### src/shared/timer16_cc_defines.svh
/*
  Offsets, field positions and reset values for the timer capture/compare block.
  Assumes an 8-bit register port with byte offsets 0x00 to 0x0F.
*/
`ifndef TIMER16_CC_DEFINES_SVH
`define TIMER16_CC_DEFINES_SVH
`define CC_ADDR_CAP_LO 4'h0
`define CC_ADDR_CAP_HI 4'h1
`define CC_ADDR_CMPA_LO 4'h2
`define CC_ADDR_CMPA_HI 4'h3
`define CC_ADDR_CMPB_LO 4'h4
`define CC_ADDR_CMPB_HI 4'h5
`define CC_ADDR_CTRL 4'h6
`define CC_ADDR_ACTION 4'h7
`define CC_ADDR_FLAGS 4'h8
`define CC_ADDR_IRQEN 4'h9
`define CC_ADDR_FORCE 4'hA
`define CC_ADDR_STATUS 4'hB
`define CC_CTRL_MODE_LSB 0
`define CC_CTRL_MODE_MSB 3
`define CC_CTRL_EDGE 4
`define CC_CTRL_FILTER 5
`define CC_CTRL_CMPSEL 6
`define CC_FLAG_CAP 0
`define CC_FLAG_CMPA 1
`define CC_FLAG_CMPB 2
`define CC_ACT_A_LSB 0
`define CC_ACT_B_LSB 2
`define CC_MODE_NORMAL 4'h0
`define CC_MODE_CTC_A 4'h4
`define CC_MODE_CTC_CAP 4'hC
`define CC_MODE_FAST_CAP 4'hE
`define CC_MODE_PFC_CAP 4'h8
`define CC_MODE_PC_CAP 4'hA
`define CC_MODE_PWM_A_TOP_1 4'hF
`define CC_MODE_PWM_A_TOP_2 4'h9
`define CC_MODE_PWM_A_TOP_3 4'hB
`define CC_FILTER_DEPTH 4
`define CC_BYTE_ZERO 8'h00
`define CC_WORD_ZERO 16'h0000
`endif

### src/shared/timer16_cc_pkg.sv
/*
  Types for the timer capture/compare block.
  Assumes the defines header sits beside it on the include path.
*/
package timer16_cc_pkg;
  // One CPU register access
  typedef struct packed {
    logic [3:0] addr;
    logic [7:0] wdata;
    logic wr;
    logic rd;
  } reg_req_t;
  // Counter-unit handshake into the block
  typedef struct packed {
    logic [15:0] value;
    logic tick;
    logic atTop;
    logic atBottom;
    logic cpuWrite;
  } counter_in_t;
  typedef enum logic [1:0] {ACT_NONE, ACT_TOGGLE, ACT_CLEAR, ACT_SET} output_action_sel_t;
endpackage : timer16_cc_pkg

### src/hw/timer16_capture_compare.sv
/*
  Input capture and two output compare channels of a 16-bit timer.
  Assumes a counter unit outside that supplies the count, a timer tick, top and bottom
  strobes and a strobe for each CPU write of the count; the capture pin and comparator
  output arrive asynchronously; the waveform generator reads the compare outputs.
*/
// Function
// - Matching edge copies counter to capture register
// - Capture flag set with the load
// - Flag plus enable requests IRQ; ack clears
// - Writing one clears capture flag
// - Low-byte read latches high byte
// - Capture register writable only as top
// - Pin default; comparator when select set
// - Source switch may capture; software clears
// - Both inputs share synchroniser and edge detector
// - Filter passes level after four agreeing samples
// - Filter adds four cycles, system clock
// - Capture input off when capture is top
// - Port output writes reach capture path
// - New capture always overwrites the register
// - Sixteen-bit compare sets flag next tick
// - Compare flag IRQ; ack or one clears
// - Channel A may define the counter top
// - PWM modes buffer, update at top/bottom
// - CPU reaches buffer or active register
// - Compare high read returns register directly
// - High write to temp; low commits
// - Force strobe acts like match, no flag
// - Counter write blocks next-tick match
// - Action zero leaves compare output alone
`timescale 1ns/1ns
`include "timer16_cc_defines.svh"
module timer16_capture_compare #(
  parameter int FILTER_DEPTH = `CC_FILTER_DEPTH
) (
  // Clock and reset
  input wire logic core_clk,
  input wire logic sys_rst,
  // Register port
  input wire timer16_cc_pkg::reg_req_t regReq,
  output logic [7:0] regRdata_q,
  // Counter unit
  input wire timer16_cc_pkg::counter_in_t counterIn,
  // Trigger sources, asynchronous
  input wire logic capture_input_pin,
  input wire logic comparator_output,
  input wire logic portOutCapture,
  input wire logic portDriveCapture,
  // Interrupt acknowledges, one-cycle pulses
  input wire logic captureAck,
  input wire logic compareAckA,
  input wire logic compareAckB,
  // Interrupt requests
  output logic captureIrq_q,
  output logic compareIrqA_q,
  output logic compareIrqB_q,
  // Waveform generator
  output logic compare_outputA_q,
  output logic compare_outputB_q,
  output logic [15:0] topValue_q,
  output logic captureIsTop_q
);
  // Control registers
  logic [7:0] ctrl_q;
  logic [3:0] actions_q;
  logic [2:0] irqEn_q;
  logic [2:0] flags_q;
  logic [7:0] temp_q;
  logic [15:0] capture_register_q;
  logic [15:0] cmpActA_q;
  logic [15:0] cmpActB_q;
  logic [15:0] cmpBufA_q;
  logic [15:0] cmpBufB_q;
  logic [3:0] mode;

  assign mode = ctrl_q[`CC_CTRL_MODE_MSB:`CC_CTRL_MODE_LSB];

  // Modes that take the capture register as top
  function automatic logic capIsTop(input logic [3:0] m);
    capIsTop = (m == `CC_MODE_CTC_CAP) || (m == `CC_MODE_FAST_CAP) ||
      (m == `CC_MODE_PFC_CAP) || (m == `CC_MODE_PC_CAP);
  endfunction : capIsTop

  // Non-PWM: normal and the two clear-on-match modes
  function automatic logic nonPwm(input logic [3:0] m);
    nonPwm = (m == `CC_MODE_NORMAL) || (m == `CC_MODE_CTC_A) || (m == `CC_MODE_CTC_CAP);
  endfunction : nonPwm

  // New compare output level for an action setting
  function automatic logic applyAction(input logic cur, input logic [1:0] act);
    case (act)
      timer16_cc_pkg::ACT_TOGGLE: applyAction = ~cur;
      timer16_cc_pkg::ACT_CLEAR: applyAction = 1'b0;
      timer16_cc_pkg::ACT_SET: applyAction = 1'b1;
      default: applyAction = cur;
    endcase
  endfunction : applyAction

  logic wrHit;
  logic rdHit;
  assign wrHit = regReq.wr;
  assign rdHit = regReq.rd;

  // Trigger select; port output drives pin path when enabled
  logic pinLevel;
  logic rawTrigger;
  assign pinLevel = portDriveCapture ? portOutCapture : capture_input_pin;
  assign rawTrigger = ctrl_q[`CC_CTRL_CMPSEL] ? comparator_output : pinLevel;

  // Shared two-stage synchroniser for either source
  logic syncA_q;
  logic syncB_q;
  always_ff @(posedge core_clk)
  begin
    if (sys_rst)
    begin
      syncA_q <= 1'b0;
      syncB_q <= 1'b0;
    end
    else
    begin
      syncA_q <= rawTrigger;
      syncB_q <= syncA_q;
    end
  end

  // Newest sample plus three held ones; a full extra stage would cost a fifth cycle
  logic [FILTER_DEPTH-2:0] filtPipe_q;
  logic filtLevel_q;
  always_ff @(posedge core_clk)
  begin
    if (sys_rst)
    begin
      filtPipe_q <= '0;
      filtLevel_q <= 1'b0;
    end
    else
    begin
      filtPipe_q <= {filtPipe_q[FILTER_DEPTH-3:0], syncB_q};
      if (&{filtPipe_q, syncB_q})
        filtLevel_q <= 1'b1;
      else if (~|{filtPipe_q, syncB_q})
        filtLevel_q <= 1'b0;
    end
  end

  // Edge detector; gated off while capture register is top
  logic edgeIn;
  logic edgePrev_q;
  logic captureEvent;
  assign edgeIn = ctrl_q[`CC_CTRL_FILTER] ? filtLevel_q : syncB_q;
  always_ff @(posedge core_clk)
  begin
    if (sys_rst)
      edgePrev_q <= 1'b0;
    else
      edgePrev_q <= edgeIn;
  end
  // A source switch changes edgeIn and may legitimately fire a capture
  assign captureEvent = !capIsTop(mode) &&
    (ctrl_q[`CC_CTRL_EDGE] ? (edgeIn && !edgePrev_q) : (!edgeIn && edgePrev_q));

  // Capture register: events overwrite, CPU writes only when it is top
  always_ff @(posedge core_clk)
  begin
    if (sys_rst)
      capture_register_q <= `CC_WORD_ZERO;
    else if (captureEvent)
      capture_register_q <= counterIn.value;
    else if (wrHit && regReq.addr == `CC_ADDR_CAP_LO && capIsTop(mode))
      capture_register_q <= {temp_q, regReq.wdata};
  end

  // Shared temp byte: high writes load it, capture low reads latch it
  always_ff @(posedge core_clk)
  begin
    if (sys_rst)
      temp_q <= `CC_BYTE_ZERO;
    else if (wrHit && (regReq.addr == `CC_ADDR_CAP_HI || regReq.addr == `CC_ADDR_CMPA_HI ||
        regReq.addr == `CC_ADDR_CMPB_HI))
      temp_q <= regReq.wdata;
    else if (rdHit && regReq.addr == `CC_ADDR_CAP_LO)
      temp_q <= capture_register_q[15:8];
  end

  // Control, action and enable registers
  always_ff @(posedge core_clk)
  begin
    if (sys_rst)
    begin
      ctrl_q <= `CC_BYTE_ZERO;
      actions_q <= 4'h0;
      irqEn_q <= 3'h0;
    end
    else if (wrHit)
    begin
      if (regReq.addr == `CC_ADDR_CTRL)
        ctrl_q <= regReq.wdata;
      else if (regReq.addr == `CC_ADDR_ACTION)
        actions_q <= regReq.wdata[3:0];
      else if (regReq.addr == `CC_ADDR_IRQEN)
        irqEn_q <= regReq.wdata[2:0];
    end
  end

  // Compare match with block after counter write; flag a tick later
  logic blockNext_q;
  logic pendA_q;
  logic pendB_q;
  logic matchA;
  logic matchB;
  assign matchA = (counterIn.value == cmpActA_q) && !blockNext_q;
  assign matchB = (counterIn.value == cmpActB_q) && !blockNext_q;
  always_ff @(posedge core_clk)
  begin
    if (sys_rst)
      blockNext_q <= 1'b0;
    else if (counterIn.cpuWrite)
      blockNext_q <= 1'b1;
    else if (counterIn.tick)
      blockNext_q <= 1'b0;
  end
  always_ff @(posedge core_clk)
  begin
    if (sys_rst)
    begin
      pendA_q <= 1'b0;
      pendB_q <= 1'b0;
    end
    else if (counterIn.tick)
    begin
      pendA_q <= matchA;
      pendB_q <= matchB;
    end
  end
  logic setA;
  logic setB;
  assign setA = counterIn.tick && pendA_q;
  assign setB = counterIn.tick && pendB_q;

  // Flags: hardware set wins over software or acknowledge clear
  logic [2:0] clrMask;
  assign clrMask = (wrHit && regReq.addr == `CC_ADDR_FLAGS) ? regReq.wdata[2:0] : 3'h0;
  always_ff @(posedge core_clk)
  begin
    if (sys_rst)
      flags_q <= 3'h0;
    else
    begin
      if (captureEvent)
        flags_q[`CC_FLAG_CAP] <= 1'b1;
      else if (clrMask[`CC_FLAG_CAP] || captureAck)
        flags_q[`CC_FLAG_CAP] <= 1'b0;
      if (setA)
        flags_q[`CC_FLAG_CMPA] <= 1'b1;
      else if (clrMask[`CC_FLAG_CMPA] || compareAckA)
        flags_q[`CC_FLAG_CMPA] <= 1'b0;
      if (setB)
        flags_q[`CC_FLAG_CMPB] <= 1'b1;
      else if (clrMask[`CC_FLAG_CMPB] || compareAckB)
        flags_q[`CC_FLAG_CMPB] <= 1'b0;
    end
  end

  // Interrupt requests from flags and enables
  always_ff @(posedge core_clk)
  begin
    if (sys_rst)
    begin
      captureIrq_q <= 1'b0;
      compareIrqA_q <= 1'b0;
      compareIrqB_q <= 1'b0;
    end
    else
    begin
      captureIrq_q <= flags_q[`CC_FLAG_CAP] && irqEn_q[`CC_FLAG_CAP];
      compareIrqA_q <= flags_q[`CC_FLAG_CMPA] && irqEn_q[`CC_FLAG_CMPA];
      compareIrqB_q <= flags_q[`CC_FLAG_CMPB] && irqEn_q[`CC_FLAG_CMPB];
    end
  end

  // Compare registers: buffered in PWM modes, direct otherwise; counter never writes them
  logic wrCmpA;
  logic wrCmpB;
  assign wrCmpA = wrHit && regReq.addr == `CC_ADDR_CMPA_LO;
  assign wrCmpB = wrHit && regReq.addr == `CC_ADDR_CMPB_LO;
  logic reload;
  // Update at bottom for CC_MODE_PFC_CAP and CC_MODE_PWM_A_TOP_2, at top for the others
  assign reload = (mode == `CC_MODE_PFC_CAP || mode == `CC_MODE_PWM_A_TOP_2) ?
    counterIn.atBottom : counterIn.atTop;
  always_ff @(posedge core_clk)
  begin
    if (sys_rst)
    begin
      cmpBufA_q <= `CC_WORD_ZERO;
      cmpBufB_q <= `CC_WORD_ZERO;
    end
    else
    begin
      if (wrCmpA)
        cmpBufA_q <= {temp_q, regReq.wdata};
      if (wrCmpB)
        cmpBufB_q <= {temp_q, regReq.wdata};
    end
  end
  always_ff @(posedge core_clk)
  begin
    if (sys_rst)
    begin
      cmpActA_q <= `CC_WORD_ZERO;
      cmpActB_q <= `CC_WORD_ZERO;
    end
    else if (nonPwm(mode))
    begin
      if (wrCmpA)
        cmpActA_q <= {temp_q, regReq.wdata};
      if (wrCmpB)
        cmpActB_q <= {temp_q, regReq.wdata};
    end
    else if (reload)
    begin
      cmpActA_q <= cmpBufA_q;
      cmpActB_q <= cmpBufB_q;
    end
  end

  // Top value for the counter: channel A or capture register
  logic aIsTop;
  assign aIsTop = (mode == `CC_MODE_CTC_A) || (mode == `CC_MODE_PWM_A_TOP_1) ||
    (mode == `CC_MODE_PWM_A_TOP_2) || (mode == `CC_MODE_PWM_A_TOP_3);
  always_ff @(posedge core_clk)
  begin
    if (sys_rst)
    begin
      topValue_q <= `CC_WORD_ZERO;
      captureIsTop_q <= 1'b0;
    end
    else
    begin
      topValue_q <= aIsTop ? cmpActA_q : capture_register_q;
      captureIsTop_q <= capIsTop(mode);
    end
  end

  // Compare outputs in non-PWM modes; force acts as a match without a flag
  logic forceA;
  logic forceB;
  assign forceA = wrHit && regReq.addr == `CC_ADDR_FORCE && regReq.wdata[0] && nonPwm(mode);
  assign forceB = wrHit && regReq.addr == `CC_ADDR_FORCE && regReq.wdata[1] && nonPwm(mode);
  always_ff @(posedge core_clk)
  begin
    if (sys_rst)
    begin
      compare_outputA_q <= 1'b0;
      compare_outputB_q <= 1'b0;
    end
    else
    begin
      if (forceA || (setA && nonPwm(mode)))
        compare_outputA_q <= applyAction(compare_outputA_q, actions_q[1:0]);
      if (forceB || (setB && nonPwm(mode)))
        compare_outputB_q <= applyAction(compare_outputB_q, actions_q[3:2]);
    end
  end

  // Read data one cycle after the strobe; zero otherwise
  always_ff @(posedge core_clk)
  begin
    if (sys_rst || !rdHit)
      regRdata_q <= `CC_BYTE_ZERO;
    else if (regReq.addr == `CC_ADDR_CAP_LO)
      regRdata_q <= capture_register_q[7:0];
    else if (regReq.addr == `CC_ADDR_CAP_HI)
      regRdata_q <= temp_q;
    else if (regReq.addr == `CC_ADDR_CMPA_LO)
      regRdata_q <= nonPwm(mode) ? cmpActA_q[7:0] : cmpBufA_q[7:0];
    else if (regReq.addr == `CC_ADDR_CMPA_HI)
      regRdata_q <= nonPwm(mode) ? cmpActA_q[15:8] : cmpBufA_q[15:8];
    else if (regReq.addr == `CC_ADDR_CMPB_LO)
      regRdata_q <= nonPwm(mode) ? cmpActB_q[7:0] : cmpBufB_q[7:0];
    else if (regReq.addr == `CC_ADDR_CMPB_HI)
      regRdata_q <= nonPwm(mode) ? cmpActB_q[15:8] : cmpBufB_q[15:8];
    else if (regReq.addr == `CC_ADDR_CTRL)
      regRdata_q <= ctrl_q;
    else if (regReq.addr == `CC_ADDR_ACTION)
      regRdata_q <= {4'h0, actions_q};
    else if (regReq.addr == `CC_ADDR_FLAGS)
      regRdata_q <= {5'h00, flags_q};
    else if (regReq.addr == `CC_ADDR_IRQEN)
      regRdata_q <= {5'h00, irqEn_q};
    else if (regReq.addr == `CC_ADDR_STATUS)
      regRdata_q <= {6'h00, filtLevel_q, edgeIn};
    else
      regRdata_q <= `CC_BYTE_ZERO;
  end
endmodule : timer16_capture_compare

### config.mk
export PLATFORM = sky130hd
export DESIGN_NAME = timer16_capture_compare
export DESIGN_NICKNAME = d
export VERILOG_FILES = /design/src/shared/timer16_cc_pkg.sv /design/src/hw/timer16_capture_compare.sv
export VERILOG_INCLUDE_DIRS = /design/src /design/src/shared
export SDC_FILE = /design/constraint.sdc
export NUM_CORES = 1
export LEC_CHECK = 0
export BUFFER_PORTS_ARGS = -buffer_cell sky130_fd_sc_hd__buf_4
export CELL_PAD_IN_SITES_DETAIL_PLACEMENT = 1
export CELL_PAD_IN_SITES_GLOBAL_PLACEMENT = 2
export CORE_MARGIN = 3
export CORE_UTILIZATION = 38
export CTS_BUF_LIST = sky130_fd_sc_hd__clkbuf_16
export DETAILED_ROUTE_END_ITERATION = 16
export PLACE_DENSITY_LB_ADDON = 0.1
export SETUP_SLACK_MARGIN = 0.4
export SLEW_MARGIN = 20
export SYNTH_ARGS = -nofsm -noshare
export SYNTH_HDL_FRONTEND = slang
export SYNTH_SLANG_ARGS = --single-unit
export TNS_END_PERCENT = 50
### constraint.sdc
create_clock -name core_clk -period 3.9 [get_ports core_clk]
set_clock_uncertainty 0.2 [all_clocks]
set_input_delay 0 -clock core_clk [delete_from_list [all_inputs] [get_ports core_clk]]
set_output_delay 0 -clock core_clk [all_outputs]
set_load 0.03 [all_outputs]
==> summary.md <==
| Metric | Value |
|---|---|
| Status | complete, no violations |
| Post-CTS Setup Bufs | 0 |
| CTS tree | yes |
| Total GRT Usage | 25.8% |
| Core area | 0.0174 mm² |
| Pint | 2630 µW |
| Initial antenna violation count | 0 |
| Top_reg_cell synth | dfxtp_1 |
| Clock-pin slew of the registers on the worst-case setup and hold paths | 70 ps |
| IO Pins | 73 |
| Clock Latency Late Sink | between 400 and 500 ps |
| DRC Markers | 0 |
| Layout cells sized above 1 | 13.7% |
| Grt total ovfl | 0 |
| Comb pwr share | 10.3% |
| RSZ-0062 raised after global routing | no |
| Ys async rst share | 0% |
| Row count | 48 |
| Synthesized cell area | between 0.006 and 0.007 mm² |
| DIE AREA | 0.0196 mm² |
| Post-synth EDFFs | 0 |
| Final Cycle Share | 72.1% |
| Crit-path leading delay family | simple AND/OR/NAND/NOR gates |
| Die W | 140 µm |
| DP HPWL | 18.0 mm |
| Number of max-cap violations | 0 |
| Vias in the first global route | 6,657 |
| CP required | 4060 ps |
| Seq/Total Area, Yosys | 42.9% |
| ANT nets after route | 0 |
| Worst-Margin Slew | between 1000 and 1500 ps |
| Gp weighted congestion | ~0.86 |
| Number of setup violations in the final report | 0 |
| Post-Synthesis Net Count | 890 |
| Flop-to-flop setup slack | about 1100 ps |
| Post-cts resize count | 0 |
| Kind of critical path | reg2reg |
| Peak supply drop | between 0.0003 and 0.0004 V |
| Nets | between 900 and 1,000 |
| Max Fanout on Critical Path | 7 |
| Data arrival time of the worst path | roughly 3000 ps |
| Area grow syn2layout | 25.0% |
| Largest net degree at the start of global routing | 84 |
| Vias per inst | 5.68 |
| Mean Syn Cell Area | about 8 µm² |
| N_diodes | 0 |
| Flops & latches, synth | 146 |
| Most frequent CP cell | a21oi_1 |
| Cells after Synth | 847 |
| FMAX | about 360 MHz |
| First-pass GRT wire length | 39.4 mm |
| DR iter-0 viols | 513 |
| Wire length per cell | 21.7 µm |
| Final Hold Viols | 0 |
| Fill cell count | 2,079 |
| Clock power share | a little under half |
| Root buffer cell | clkbuf_16 |
| H-tree depth | 4 |
| Cts hold-fix bufs | 46 |
| Tmin final | 2810 ps |
| Pwr Density | 419 mW/mm² |
| Worst min-delay path category | in2reg |
| Slew Viols, Final | 0 |
| Footprint of the multi-input gates | 0.00362 mm² |
| Leak pwr | 0.00303 µW |
| Total Power | 3570 µW |
| Port Buffers | 72 |
| CTS Buf Count | 17 |
| CTS sink count | roughly 150 |
| Worst slew margin | 28.8% |
| Slowest-stage cell, CP | dlygate4sd3_1 |
| Sw frac | a little over a quarter |
| Vias post-DR | approximately 6,700 |
| Post-synth cell types | 51 |
| Critical path cell sequence | nor2b_1 > a21oi_1 > nor2_1 > nand2_1 > a21oi_1 > dlygate4sd3_1 |
| Kind of end point of the critical path | flop |
| Clock Path Buffers | 2 |
| Seq pwr share | ~44% |
| Register area | 0.00292 mm² |
| CP max stage delay | between 500 and 600 ps |
| Starting Density | 39.2% |
| Psw | 948 µW |
| Crit path launch type | flop |
| Ys Warns | 0 |
| Buf+Inv Stages, Crit Path | 1 |
| Die Ht | 140 µm |
| Final wirelength | ~25 mm |
| Setup TNS | 0 ps |
| 1st-pass router iterations | 5 |
logic make-up after synthesis:
| logic type | count (synthesis) | synth area share [%] |
|---|---|---|
| AO/OA/AOI/OAI | 212 | 20.2 |
| XOR/XNOR | 33 | 4.24 |
| buffers and inverters | 65 | 4.18 |
| flip-flops | 146 | 42.9 |
| multiplexers | 44 | 6.51 |
| AND/OR/NAND/NOR | 347 | 22.0 |
metal layers:
metal	wire length, µm	global-route usage [%]	up-vias	part of all wire [%]
met5	0	0	-	0
met3	1270	3.58	19	5.0
met4	235	5.10	0	0.92
met2	11600	40.7	208	45
met1	12400	38.0	3304	49
li1	-	-	3146	-
placed cells by master, fill, tap and decap left out, types with 3 or more instances in the layout:
cell type        n
clkbuf_16       17
nand2_1        174
clkinv_4         3
nand2b_1        11
dfxtp_1        146
a31oi_1         17
nor2b_1         10
xor2_1          25
inv_6            4
xnor2_1          8
o22ai_1          5
a2111oi_2        4
clkinvlp_4       3
or3_1            3
mux2i_1         41
buf_4           82
inv_1            9
a311oi_1        24
nor4_1           5
nor2_1         102
nand3b_1         5
dlygate4sd3_1   47
nor3_1           7
a21oi_1         89
a32oi_1          4
mux2_2           3
o221ai_1         5
o21ai_0         17
a22oi_1         17
nand4_1          4
nand3_1         10
a211oi_1        17
flip-flops by register name, summed over array words and instances (netlist names), 16 cells and up:
| signal | flops |
|---|---|
| capture_register_q | 16 |
| cmpActA_q | 16 |
| cmpActB_q | 16 |
| cmpBufA_q | 16 |
| cmpBufB_q | 16 |
| topValue_q | 16 |
metrics by stage:
step,cell area (µm²),util (%),instances,hold WS [ps],worst slack [ps]
3_3_place_gp,7470,42.9,1097,6.55,1280
2_1_floorplan,6820,-,847,-82.6,1890
3_5_place_dp,7470,42.9,1097,19.0,1230
4_1_cts,8510,48.9,1175,2.55,1140
5_1_grt,8520,48.9,1176,42.4,871
6_report,8520,48.9,1176,28.8,1090
worst paths after layout:
kind	cells after the start	startpoint	to
max	6	ctrl_q[3]$_SDFFE_PP0P_	capture_register_q[12]$_SDFFE_PP0P_
min	3	regReq[10]	regRdata_q[2]$_SDFF_PP0_
min reg2reg	1	syncA_q$_SDFF_PP0_	syncB_q$_SDFF_PP0_
max reg2reg	6	ctrl_q[3]$_SDFFE_PP0P_	capture_register_q[12]$_SDFFE_PP0P_
power groups by stage:
stage | Clock (µW) | Combinational, µW | Sequential [µW]
after CTS | 1660 | 363 | 1580
final | 1620 | 368 | 1580
after global routing | 1720 | 401 | 1580
after global placement | 0 | 323 | 1610
after floorplan | 0 | 200 | 1600
after detailed placement | 0 | 331 | 1610
final cells by class:
class	count	area share (%)
multi-input combinational	636	42.5
inverter	8	0.352
timing repair buffer	129	12.7
tap	225	3.30
clock inverter	15	1.83
clock buffer	17	4.99
sequential	146	34.3
tightest hold or removal path: cells and delay by family:
family,cells,cell delay [ps]
compound gates,2,400
buf+inv,1,200
Yosys cell counts, types with 2 or more instances:
| library cell | count | share of area (%) |
|---|---|---|
| nand2_2 | 2 | 0.18 |
| a2111oi_2 | 4 | 0.88 |
| nor2_2 | 2 | 0.18 |
| or3b_1 | 2 | 0.26 |
| a21oi_1 | 89 | 6.5 |
| buf_2 | 21 | 1.5 |
| nand3_1 | 10 | 0.73 |
| xnor2_1 | 8 | 1.0 |
| o221ai_1 | 5 | 0.64 |
| nor2b_1 | 10 | 0.92 |
| buf_4 | 2 | 0.22 |
| a311oi_1 | 24 | 3.1 |
| nand3b_1 | 5 | 0.55 |
| xor2_1 | 25 | 3.2 |
| nor2_1 | 102 | 5.6 |
| nand2b_1 | 11 | 1.0 |
| inv_1 | 8 | 0.44 |
| a31oi_1 | 17 | 1.6 |
| clkbuf_1 | 31 | 1.7 |
| o22ai_1 | 5 | 0.46 |
| a211oi_1 | 17 | 1.9 |
| dfxtp_1 | 146 | 43 |
| nand2_1 | 174 | 9.6 |
| a32oi_1 | 4 | 0.51 |
| nand4_1 | 4 | 0.37 |
| nor4_1 | 5 | 0.46 |
| and3_1 | 2 | 0.18 |
| nor3_1 | 9 | 0.66 |
| a22oi_1 | 17 | 1.9 |
| mux2_2 | 3 | 0.50 |
| mux2i_1 | 41 | 6.0 |
| or3_1 | 3 | 0.28 |
| o211ai_1 | 2 | 0.22 |
| o21ai_0 | 17 | 1.2 |
| o22a_1 | 2 | 0.26 |
| a21o_1 | 2 | 0.22 |
| buf_1 | 2 | 0.11 |
Power figures use the tool's default switching activity.
